===== config.mk =====
export PLATFORM = sky130hd
export DESIGN_NAME = adcsb_top
export DESIGN_NICKNAME = d
export VERILOG_FILES = /design/src/hw/adcsb_pkg.sv /design/src/hw/adcsb_top.sv
export SDC_FILE = /design/constraint.sdc
export NUM_CORES = 1
export LEC_CHECK = 0
export BUFFER_PORTS_ARGS = -buffer_cell sky130_fd_sc_hd__buf_4
export CORE_MARGIN = 10
export CORE_UTILIZATION = 60
export CTS_BUF_LIST = sky130_fd_sc_hd__clkbuf_2 sky130_fd_sc_hd__clkbuf_4 sky130_fd_sc_hd__clkbuf_8
export DETAILED_ROUTE_END_ITERATION = 8
export HOLD_SLACK_MARGIN = 0.1
export PLACE_DENSITY = 0.87
export SETUP_SLACK_MARGIN = 0.15
export SKIP_LAST_GASP = 1
export SLEW_MARGIN = 20
export SYNTH_ARGS = -nofsm -noshare
export SYNTH_HDL_FRONTEND = slang
export SYNTH_SLANG_ARGS = --single-unit

===== constraint.sdc =====
create_clock -name pclk -period 2.05 [get_ports pclk]
set_clock_uncertainty 0.1 [all_clocks]
set_input_delay 0.3075 -clock pclk [delete_from_list [all_inputs] [get_ports pclk]]
set_output_delay 0.3075 -clock pclk [all_outputs]
set_load 0.005 [all_outputs]

===== src/hw/adcsb_pkg.sv =====
package adcsb_pkg;

    // register word offsets (byte addresses)
    localparam logic [11:0] ADCSB_OFF_CTRL2 = 12'h000;
    localparam logic [11:0] ADCSB_OFF_STAT = 12'h004;
    localparam logic [11:0] ADCSB_OFF_MASK = 12'h008;
    localparam logic [11:0] ADCSB_OFF_RESULT = 12'h040;

    // control register field positions
    localparam int ADCSB_POS_REF = 13;
    localparam int ADCSB_POS_RSVD = 12;
    localparam int ADCSB_POS_SCAN = 10;
    localparam int ADCSB_POS_HALF = 7;
    localparam int ADCSB_POS_SPI = 2;
    localparam int ADCSB_POS_SPLIT = 1;
    localparam int ADCSB_POS_ALT = 0;

    // writable bits of the control register: 15-13, 12, 10, 5-0
    localparam logic [15:0] ADCSB_CTRL_WMASK = 16'hf43f;
    localparam logic [15:0] ADCSB_CTRL_RESET = 16'h0000;

    // status / mask layout
    localparam int ADCSB_EV_SEQ = 0;
    localparam int ADCSB_EV_HALF = 1;
    localparam int ADCSB_NUM_EV = 2;
    localparam logic [1:0] ADCSB_EV_RESET = 2'h0;

    localparam int ADCSB_WORDS = 16;
    localparam logic [3:0] ADCSB_HALF_FIRST_TOP = 4'h7;

    typedef enum logic [1:0] {
        ADCSB_REF_INT_INT,
        ADCSB_REF_EXT_INT,
        ADCSB_REF_INT_EXT,
        ADCSB_REF_EXT_EXT
    } adcsb_ref_t;

    // settings steered to the analog core
    typedef struct packed {
        logic ref_pos_external;
        logic ref_neg_external;
        logic first_mux_scan_enable;
        logic use_second_mux;
    } adcsb_core_cfg_t;

    // one finished conversion from the core
    typedef struct packed {
        logic valid;
        logic sequence_end;
        logic [15:0] data;
    } adcsb_result_t;

endpackage : adcsb_pkg


===== src/hw/adcsb_top.sv =====
`timescale 1ns/1ps
module adcsb_top
(
    // system
    input wire logic pclk,
    input wire logic presetn,
    input wire logic clk_en,
    // apb slave
    input wire logic psel,
    input wire logic penable,
    input wire logic pwrite,
    input wire logic [11:0] paddr,
    input wire logic [31:0] pwdata,
    output logic [31:0] prdata,
    output logic pready,
    output logic pslverr,
    // analog core
    input wire adcsb_pkg::adcsb_result_t core_result,
    input wire logic sample_start,
    output adcsb_pkg::adcsb_core_cfg_t core_cfg,
    // interrupt
    output logic irq
);
    import adcsb_pkg::*;

    logic [15:0] ctrl_ff;
    logic [15:0] mem_ff [ADCSB_WORDS];
    logic [3:0] wr_ptr_ff;
    logic [3:0] seq_cnt_ff;
    logic half_ff;
    logic alt_ff;
    logic [ADCSB_NUM_EV-1:0] stat_ff;
    logic [ADCSB_NUM_EV-1:0] mask_ff;
    logic [31:0] prdata_ff;
    logic pready_ff;
    logic pslverr_ff;
    logic irq_ff;
    adcsb_core_cfg_t cfg_ff;

    logic setup;
    logic wr_acc;
    logic rd_acc;
    logic is_result;
    logic mapped;
    logic ctrl_wr;
    logic seq_done;
    logic interval_hit;
    logic half_wrap;
    logic [3:0] nxt_wr_ptr;
    logic [ADCSB_NUM_EV-1:0] events;
    logic [31:0] nxt_prdata;
    logic [15:0] ctrl_view;
    logic [3:0] interval;

    // the slave answers one cycle after setup; access ends on that registered pready
    assign setup = clk_en && psel && !penable;
    assign wr_acc = setup && pwrite;
    assign rd_acc = setup && !pwrite;
    assign is_result = (paddr[11:6] == ADCSB_OFF_RESULT[11:6]) && (paddr[1:0] == 2'h0);
    assign mapped = is_result || paddr == ADCSB_OFF_CTRL2 || paddr == ADCSB_OFF_STAT
        || paddr == ADCSB_OFF_MASK;
    assign ctrl_wr = wr_acc && paddr == ADCSB_OFF_CTRL2;
    assign interval = ctrl_ff[ADCSB_POS_SPI +: 4];

    // the 4-bit pointer, the 2-bit status read-back and the hardware-owned half bit rely on these
    if (ADCSB_WORDS != 16)
    begin : g_bad_words
        $error("result buffer depth must be 16 words");
    end
    if (ADCSB_NUM_EV != 2)
    begin : g_bad_events
        $error("status layout must hold two events");
    end
    if (ADCSB_CTRL_WMASK[ADCSB_POS_HALF] != 1'b0)
    begin : g_bad_wmask
        $error("half status bit must not be writable");
    end

    always_ff @(posedge pclk or negedge presetn)
    begin
        if (!presetn)
        begin
            pready_ff <= 1'b0;
            pslverr_ff <= 1'b0;
            prdata_ff <= 32'h0000_0000;
        end
        else if (clk_en)
        begin
            pready_ff <= setup;
            pslverr_ff <= setup && !mapped;
            if (rd_acc)
            begin
                prdata_ff <= nxt_prdata;
            end
        end
    end

    // unimplemented bits never store, so they read zero
    always_ff @(posedge pclk or negedge presetn)
    begin
        if (!presetn)
        begin
            ctrl_ff <= ADCSB_CTRL_RESET;
        end
        else if (clk_en && ctrl_wr)
        begin
            ctrl_ff <= pwdata[15:0] & ADCSB_CTRL_WMASK;
        end
    end

    // the half flag lives outside ctrl_ff since hardware owns it
    always_comb
    begin
        ctrl_view = ctrl_ff;
        ctrl_view[ADCSB_POS_HALF] = half_ff;
    end

    always_comb
    begin
        nxt_prdata = 32'h0000_0000;
        if (is_result)
        begin
            nxt_prdata = {16'h0000, mem_ff[paddr[5:2]]};
        end
        else if (paddr == ADCSB_OFF_CTRL2)
        begin
            nxt_prdata = {16'h0000, ctrl_view};
        end
        else if (paddr == ADCSB_OFF_STAT)
        begin
            nxt_prdata = {30'h0, stat_ff};
        end
        else if (paddr == ADCSB_OFF_MASK)
        begin
            nxt_prdata = {30'h0, mask_ff};
        end
    end

    // result buffer fill
    assign seq_done = core_result.valid && core_result.sequence_end;
    assign interval_hit = seq_done && seq_cnt_ff == interval;

    // split mode wraps each half at its own eighth word
    always_comb
    begin
        nxt_wr_ptr = wr_ptr_ff;
        half_wrap = 1'b0;
        if (core_result.valid)
        begin
            if (interval_hit)
            begin
                if (ctrl_ff[ADCSB_POS_SPLIT])
                begin
                    nxt_wr_ptr = half_ff ? 4'h0 : 4'h8;
                    half_wrap = 1'b1;
                end
                else
                begin
                    nxt_wr_ptr = 4'h0;
                end
            end
            else
            begin
                nxt_wr_ptr = wr_ptr_ff + 4'h1;
                if (ctrl_ff[ADCSB_POS_SPLIT] && wr_ptr_ff[2:0] == ADCSB_HALF_FIRST_TOP[2:0])
                begin
                    nxt_wr_ptr = {wr_ptr_ff[3], 3'h0};
                end
            end
        end
    end

    always_ff @(posedge pclk)
    begin
        if (clk_en && core_result.valid)
        begin
            mem_ff[wr_ptr_ff] <= core_result.data;
        end
    end

    always_ff @(posedge pclk or negedge presetn)
    begin
        if (!presetn)
        begin
            half_ff <= 1'b0;
        end
        else if (clk_en)
        begin
            // any control write sends the fill back to word 0, so the flag must follow it
            if (ctrl_wr)
            begin
                half_ff <= 1'b0;
            end
            else if (half_wrap)
            begin
                half_ff <= !half_ff;
            end
        end
    end

    always_ff @(posedge pclk or negedge presetn)
    begin
        if (!presetn)
        begin
            wr_ptr_ff <= 4'h0;
        end
        else if (clk_en)
        begin
            if (ctrl_wr)
            begin
                wr_ptr_ff <= 4'h0;
            end
            else
            begin
                wr_ptr_ff <= nxt_wr_ptr;
            end
        end
    end

    // sequence counter for the interrupt interval
    always_ff @(posedge pclk or negedge presetn)
    begin
        if (!presetn)
        begin
            seq_cnt_ff <= 4'h0;
        end
        else if (clk_en)
        begin
            if (ctrl_wr || interval_hit)
            begin
                seq_cnt_ff <= 4'h0;
            end
            else if (seq_done)
            begin
                seq_cnt_ff <= seq_cnt_ff + 4'h1;
            end
        end
    end

    // mux alternation; restarts on first mux whenever control is rewritten
    always_ff @(posedge pclk or negedge presetn)
    begin
        if (!presetn)
        begin
            alt_ff <= 1'b0;
        end
        else if (clk_en)
        begin
            if (ctrl_wr || !ctrl_ff[ADCSB_POS_ALT])
            begin
                alt_ff <= 1'b0;
            end
            else if (sample_start)
            begin
                alt_ff <= !alt_ff;
            end
        end
    end

    always_ff @(posedge pclk or negedge presetn)
    begin
        if (!presetn)
        begin
            cfg_ff <= '0;
        end
        else if (clk_en)
        begin
            case (adcsb_ref_t'(ctrl_ff[ADCSB_POS_REF +: 2]))
                ADCSB_REF_EXT_INT: cfg_ff.ref_pos_external <= !ctrl_ff[ADCSB_POS_REF+2];
                ADCSB_REF_EXT_EXT: cfg_ff.ref_pos_external <= !ctrl_ff[ADCSB_POS_REF+2];
                default: cfg_ff.ref_pos_external <= 1'b0;
            endcase
            case (adcsb_ref_t'(ctrl_ff[ADCSB_POS_REF +: 2]))
                ADCSB_REF_INT_EXT: cfg_ff.ref_neg_external <= !ctrl_ff[ADCSB_POS_REF+2];
                ADCSB_REF_EXT_EXT: cfg_ff.ref_neg_external <= !ctrl_ff[ADCSB_POS_REF+2];
                default: cfg_ff.ref_neg_external <= 1'b0;
            endcase
            cfg_ff.first_mux_scan_enable <= ctrl_ff[ADCSB_POS_SCAN];
            cfg_ff.use_second_mux <= ctrl_ff[ADCSB_POS_ALT] && alt_ff;
        end
    end

    // interrupt status: set wins over write-one-to-clear
    assign events[ADCSB_EV_SEQ] = interval_hit;
    assign events[ADCSB_EV_HALF] = half_wrap;

    always_ff @(posedge pclk or negedge presetn)
    begin
        if (!presetn)
        begin
            stat_ff <= ADCSB_EV_RESET;
        end
        else if (clk_en)
        begin
            if (wr_acc && paddr == ADCSB_OFF_STAT)
            begin
                stat_ff <= (stat_ff & ~pwdata[ADCSB_NUM_EV-1:0]) | events;
            end
            else
            begin
                stat_ff <= stat_ff | events;
            end
        end
    end

    always_ff @(posedge pclk or negedge presetn)
    begin
        if (!presetn)
        begin
            mask_ff <= ADCSB_EV_RESET;
        end
        else if (clk_en && wr_acc && paddr == ADCSB_OFF_MASK)
        begin
            mask_ff <= pwdata[ADCSB_NUM_EV-1:0];
        end
    end

    // one cycle behind status so the pin comes straight from a flip-flop
    always_ff @(posedge pclk or negedge presetn)
    begin
        if (!presetn)
        begin
            irq_ff <= 1'b0;
        end
        else if (clk_en)
        begin
            irq_ff <= |(stat_ff & mask_ff);
        end
    end

    assign prdata = prdata_ff;
    assign pready = pready_ff;
    assign pslverr = pslverr_ff;
    assign irq = irq_ff;
    assign core_cfg = cfg_ff;

endmodule : adcsb_top

==> metrics.yaml <==
status: "finished clean"
pre_cts_ws_ns: -0.161
timing.rr.end: "prdata[10]"
critPathKind: "register to register"
r2r_start: "mem_ff[12][10]"
final_area_um2: 14800
synth_top_area_share_pct: 63.0
die_x_um: 163
whs_path_depth: 3
placed_cell_area_um2: 13600
drive_above_1_share_pct: 32.9
totalPowerFinal_mw: 13.2
grt_overflow: 0
synth_largest_area_cell: "edfxtp_1"
worst_path_max_delay_cell: "mux4_2"
grt_pass1_vias: 7771
num_vias: 7342
grtUsageTotal_pct: 22.8
syn_to_final_growth_pct: 21.7
synth.distinct_cells: 55
crit_required_ns: 2.38
rrSetupSlack_ns: 0.16
hold_class: "input port to register"
min_to: "pslverr"
min_from: "clk_en"
avgSynthCellArea_um2: 18.0
crit_family: "multiplexers"
startpoint_type: "register"
postRouteAntennaNets: 0
pwr_density_cell_nw_per_um2: 887
grt_pass1_wl_um: 45700
htree_levels: 2
synthFlopType: "edfxtp_1"
fin_ws_ns: 0.160
slew-limit-headroom_pct: 60.2
max_cap_viol_count: 0
cp_max_fo: 1
synth_cells: 679
peakVddDrop_mv: 0.413
start_util_pct: 60.7
synth_area_leaders: "edfxtp_1 63%, mux4_2 12%, dfrtp_1 9.8%"
root_buffer: "clkbuf_8"
slowest_delay_ns: 0.49
cpMostUsedCell: "nand2_2"
clkTransAtPathRegs_ns: 0.07
cts_tree: "yes"
fmax_ghz: 0.529
cts-buffers-inserted: 47
power.static_leakage_nw: 5.37
fin_tns_setup_ns: 0
grt_max_degree: 49
hpwl_um: 18100
synth_seq_area_share_pct: 72.9
finalHoldViolations: 0
wl_per_cell_um: 26.1
viasPerCell: 6.31
place_congestion: 0.847
wl_um: 30300
remaining_drc_errors: 0
cts_sinks: 304
synth-edff-count: 256
rsz0062_at_grt: "yes"
cp.arrival_ns: 2.22
ctsLongestPathBuffers: 3
crit_path_end_kind: "register"
tightest_slew_ns: 0.598
num_io_pins: 108
antenna_cells: 0
fin_crit_sh_pct: 92.2
clk_latency_ns: 0.56
num_rows: 52
first_pass_iters: 6
die_area_um2: 26400
nNetsFinal: 943
coreArea_um2: 20100
worst-path-buf-inv: 1
synth.ff_latch_count: 304
antenna_found_initial: 0
ys_warn_count: 0
drt-initial-drc-count: 943
r2r_cells: 6
drv_slew: 0
min_period_ns: 1.89
async_flop_share_pct: 15.8
crit_chain: "mux4_2, nand2_2, nand2_2, a222oi_1, buf_4, a21oi_2"
port_buffers: 70
setup_viol: 0
die_y_um: 163
utilization_pct: 73.8
netlist_area_um2: 12200
[placed cells by master, fill, tap and decap left out, types with 8 or more instances in the layout]
| cell type | synthesis | final |
|---|---|---|
| conb_1 | 1 | 16 |
| a21oi_1 | 29 | 24 |
| mux4_2 | 64 | 64 |
| nand2_2 | 0 | 8 |
| dfrtp_1 | 48 | 48 |
| buf_4 | 18 | 110 |
| nor2_1 | 21 | 21 |
| nand3_1 | 8 | 8 |
| clkbuf_8 | 0 | 49 |
| dlygate4sd3_1 | 0 | 34 |
| buf_12 | 1 | 23 |
| and2_1 | 19 | 19 |
| a222oi_1 | 10 | 10 |
| nand2_1 | 82 | 74 |
| inv_1 | 8 | 8 |
| o21ai_0 | 11 | 11 |
| clkinv_1 | 1 | 13 |
| clkbuf_4 | 0 | 8 |
| edfxtp_1 | 256 | 256 |
[per-layer routing]
metal  global-route usage [%]  share of wire [%]  vias up
met3                     6.60                 12       92
met5                        0                  0        -
met2                     38.0                 50      534
met4                     8.28                3.1        0
li1                         -                  -     3031
met1                     27.8                 35     3685
[worst max path at each step]
stage / start / to / slack, ns / cells after the start
2_1_floorplan: paddr[2] / prdata[10] / 0.17 / 6
3_3_place_gp: paddr[2] / prdata[9] / -0.06 / 7
3_5_place_dp: paddr[2] / prdata[9] / -0.16 / 7
4_1_cts: psel / seq_cnt_ff[1] / 0.16 / 7
5_1_grt: mem_ff[12][5] / prdata[5] / 0.06 / 6
6_report: mem_ff[12][10] / prdata[10] / 0.16 / 6
[tightest hold or removal path, cell delays in order]
cell	delay (ns)
buf_4	0.12
buf_4	0.21
o32ai_1	0.10
[report_power, final]
group / switching, mW / total (mW) / internal, mW
Combinational: 0.749 / 1.39 / 0.644
Clock: 2.23 / 4.57 / 2.34
Sequential: 0.184 / 7.19 / 7.01
Total: 3.16 / 13.2 / 10.0
[synth_stat cells (5+ instances only)]
cell type and instances:
xor2_1 5, nand2_1 82, a222oi_1 10, nor2_1 21, buf_2 6, inv_1 8
buf_4 18, edfxtp_1 256, mux4_2 64, o21ai_0 11, dfrtp_1 48, nand3_1 8
clkbuf_1 10, buf_6 5, a21oi_1 29, nor3_1 6, ha_1 6, and2_1 19
o2bb2ai_1 5
[state kept, by name (all words and copies together) (netlist names)]
signal      flops
mem_ff        256
prdata         16
ctrl_ff        11
core_cfg        4
seq_cnt_ff      4
wr_ptr_ff       4
mask_ff         2
stat_ff         2
alt_ff          1
half_ff         1
irq             1
pready          1
pslverr         1
[area by class of cell]
| cell class | count | area [um^2] |
|---|---|---|
| Multi-Input combinational cell | 338 | 3120 |
| Timing Repair Buffer | 168 | 1640 |
| Clock buffer | 57 | 734 |
| Fill cell | 1046 | 5270 |
| Clock inverter | 18 | 86.3 |
| Tap cell | 270 | 338 |
| Sequential cell | 304 | 8890 |
| Inverter | 9 | 33.8 |
[cells by family after synthesis]
family                   share of synthesized area (%)
other                                           0.0307
adder cells (fa/ha/maj)                          0.616
XOR/XNOR                                         0.431
multiplexers                                      12.3
AND/OR/NAND/NOR                                   6.78
buffers and inverters                             2.69
AO/OA/AOI/OAI                                     4.23
flip-flops                                        72.9
[per-stage QoR]
step	instances	hold slack, ns
after floorplan	694	-0.0881
after global placement	1052	0.238
after detailed placement	1052	0.251
after CTS	1162	0.101
after global routing	1164	0.109
final	1164	0.124
[repair_timing]
action,4_1_cts,5_1_grt
endpoints found under the setup margin,2,18
gates resized for setup,1,19
setup buffers,0,1
gates cloned,0,1
hold buffers,35,0
pin swaps,2,27
hold endpoints to repair,329,0
No activity file was read; power rests on OpenSTA's default activity.
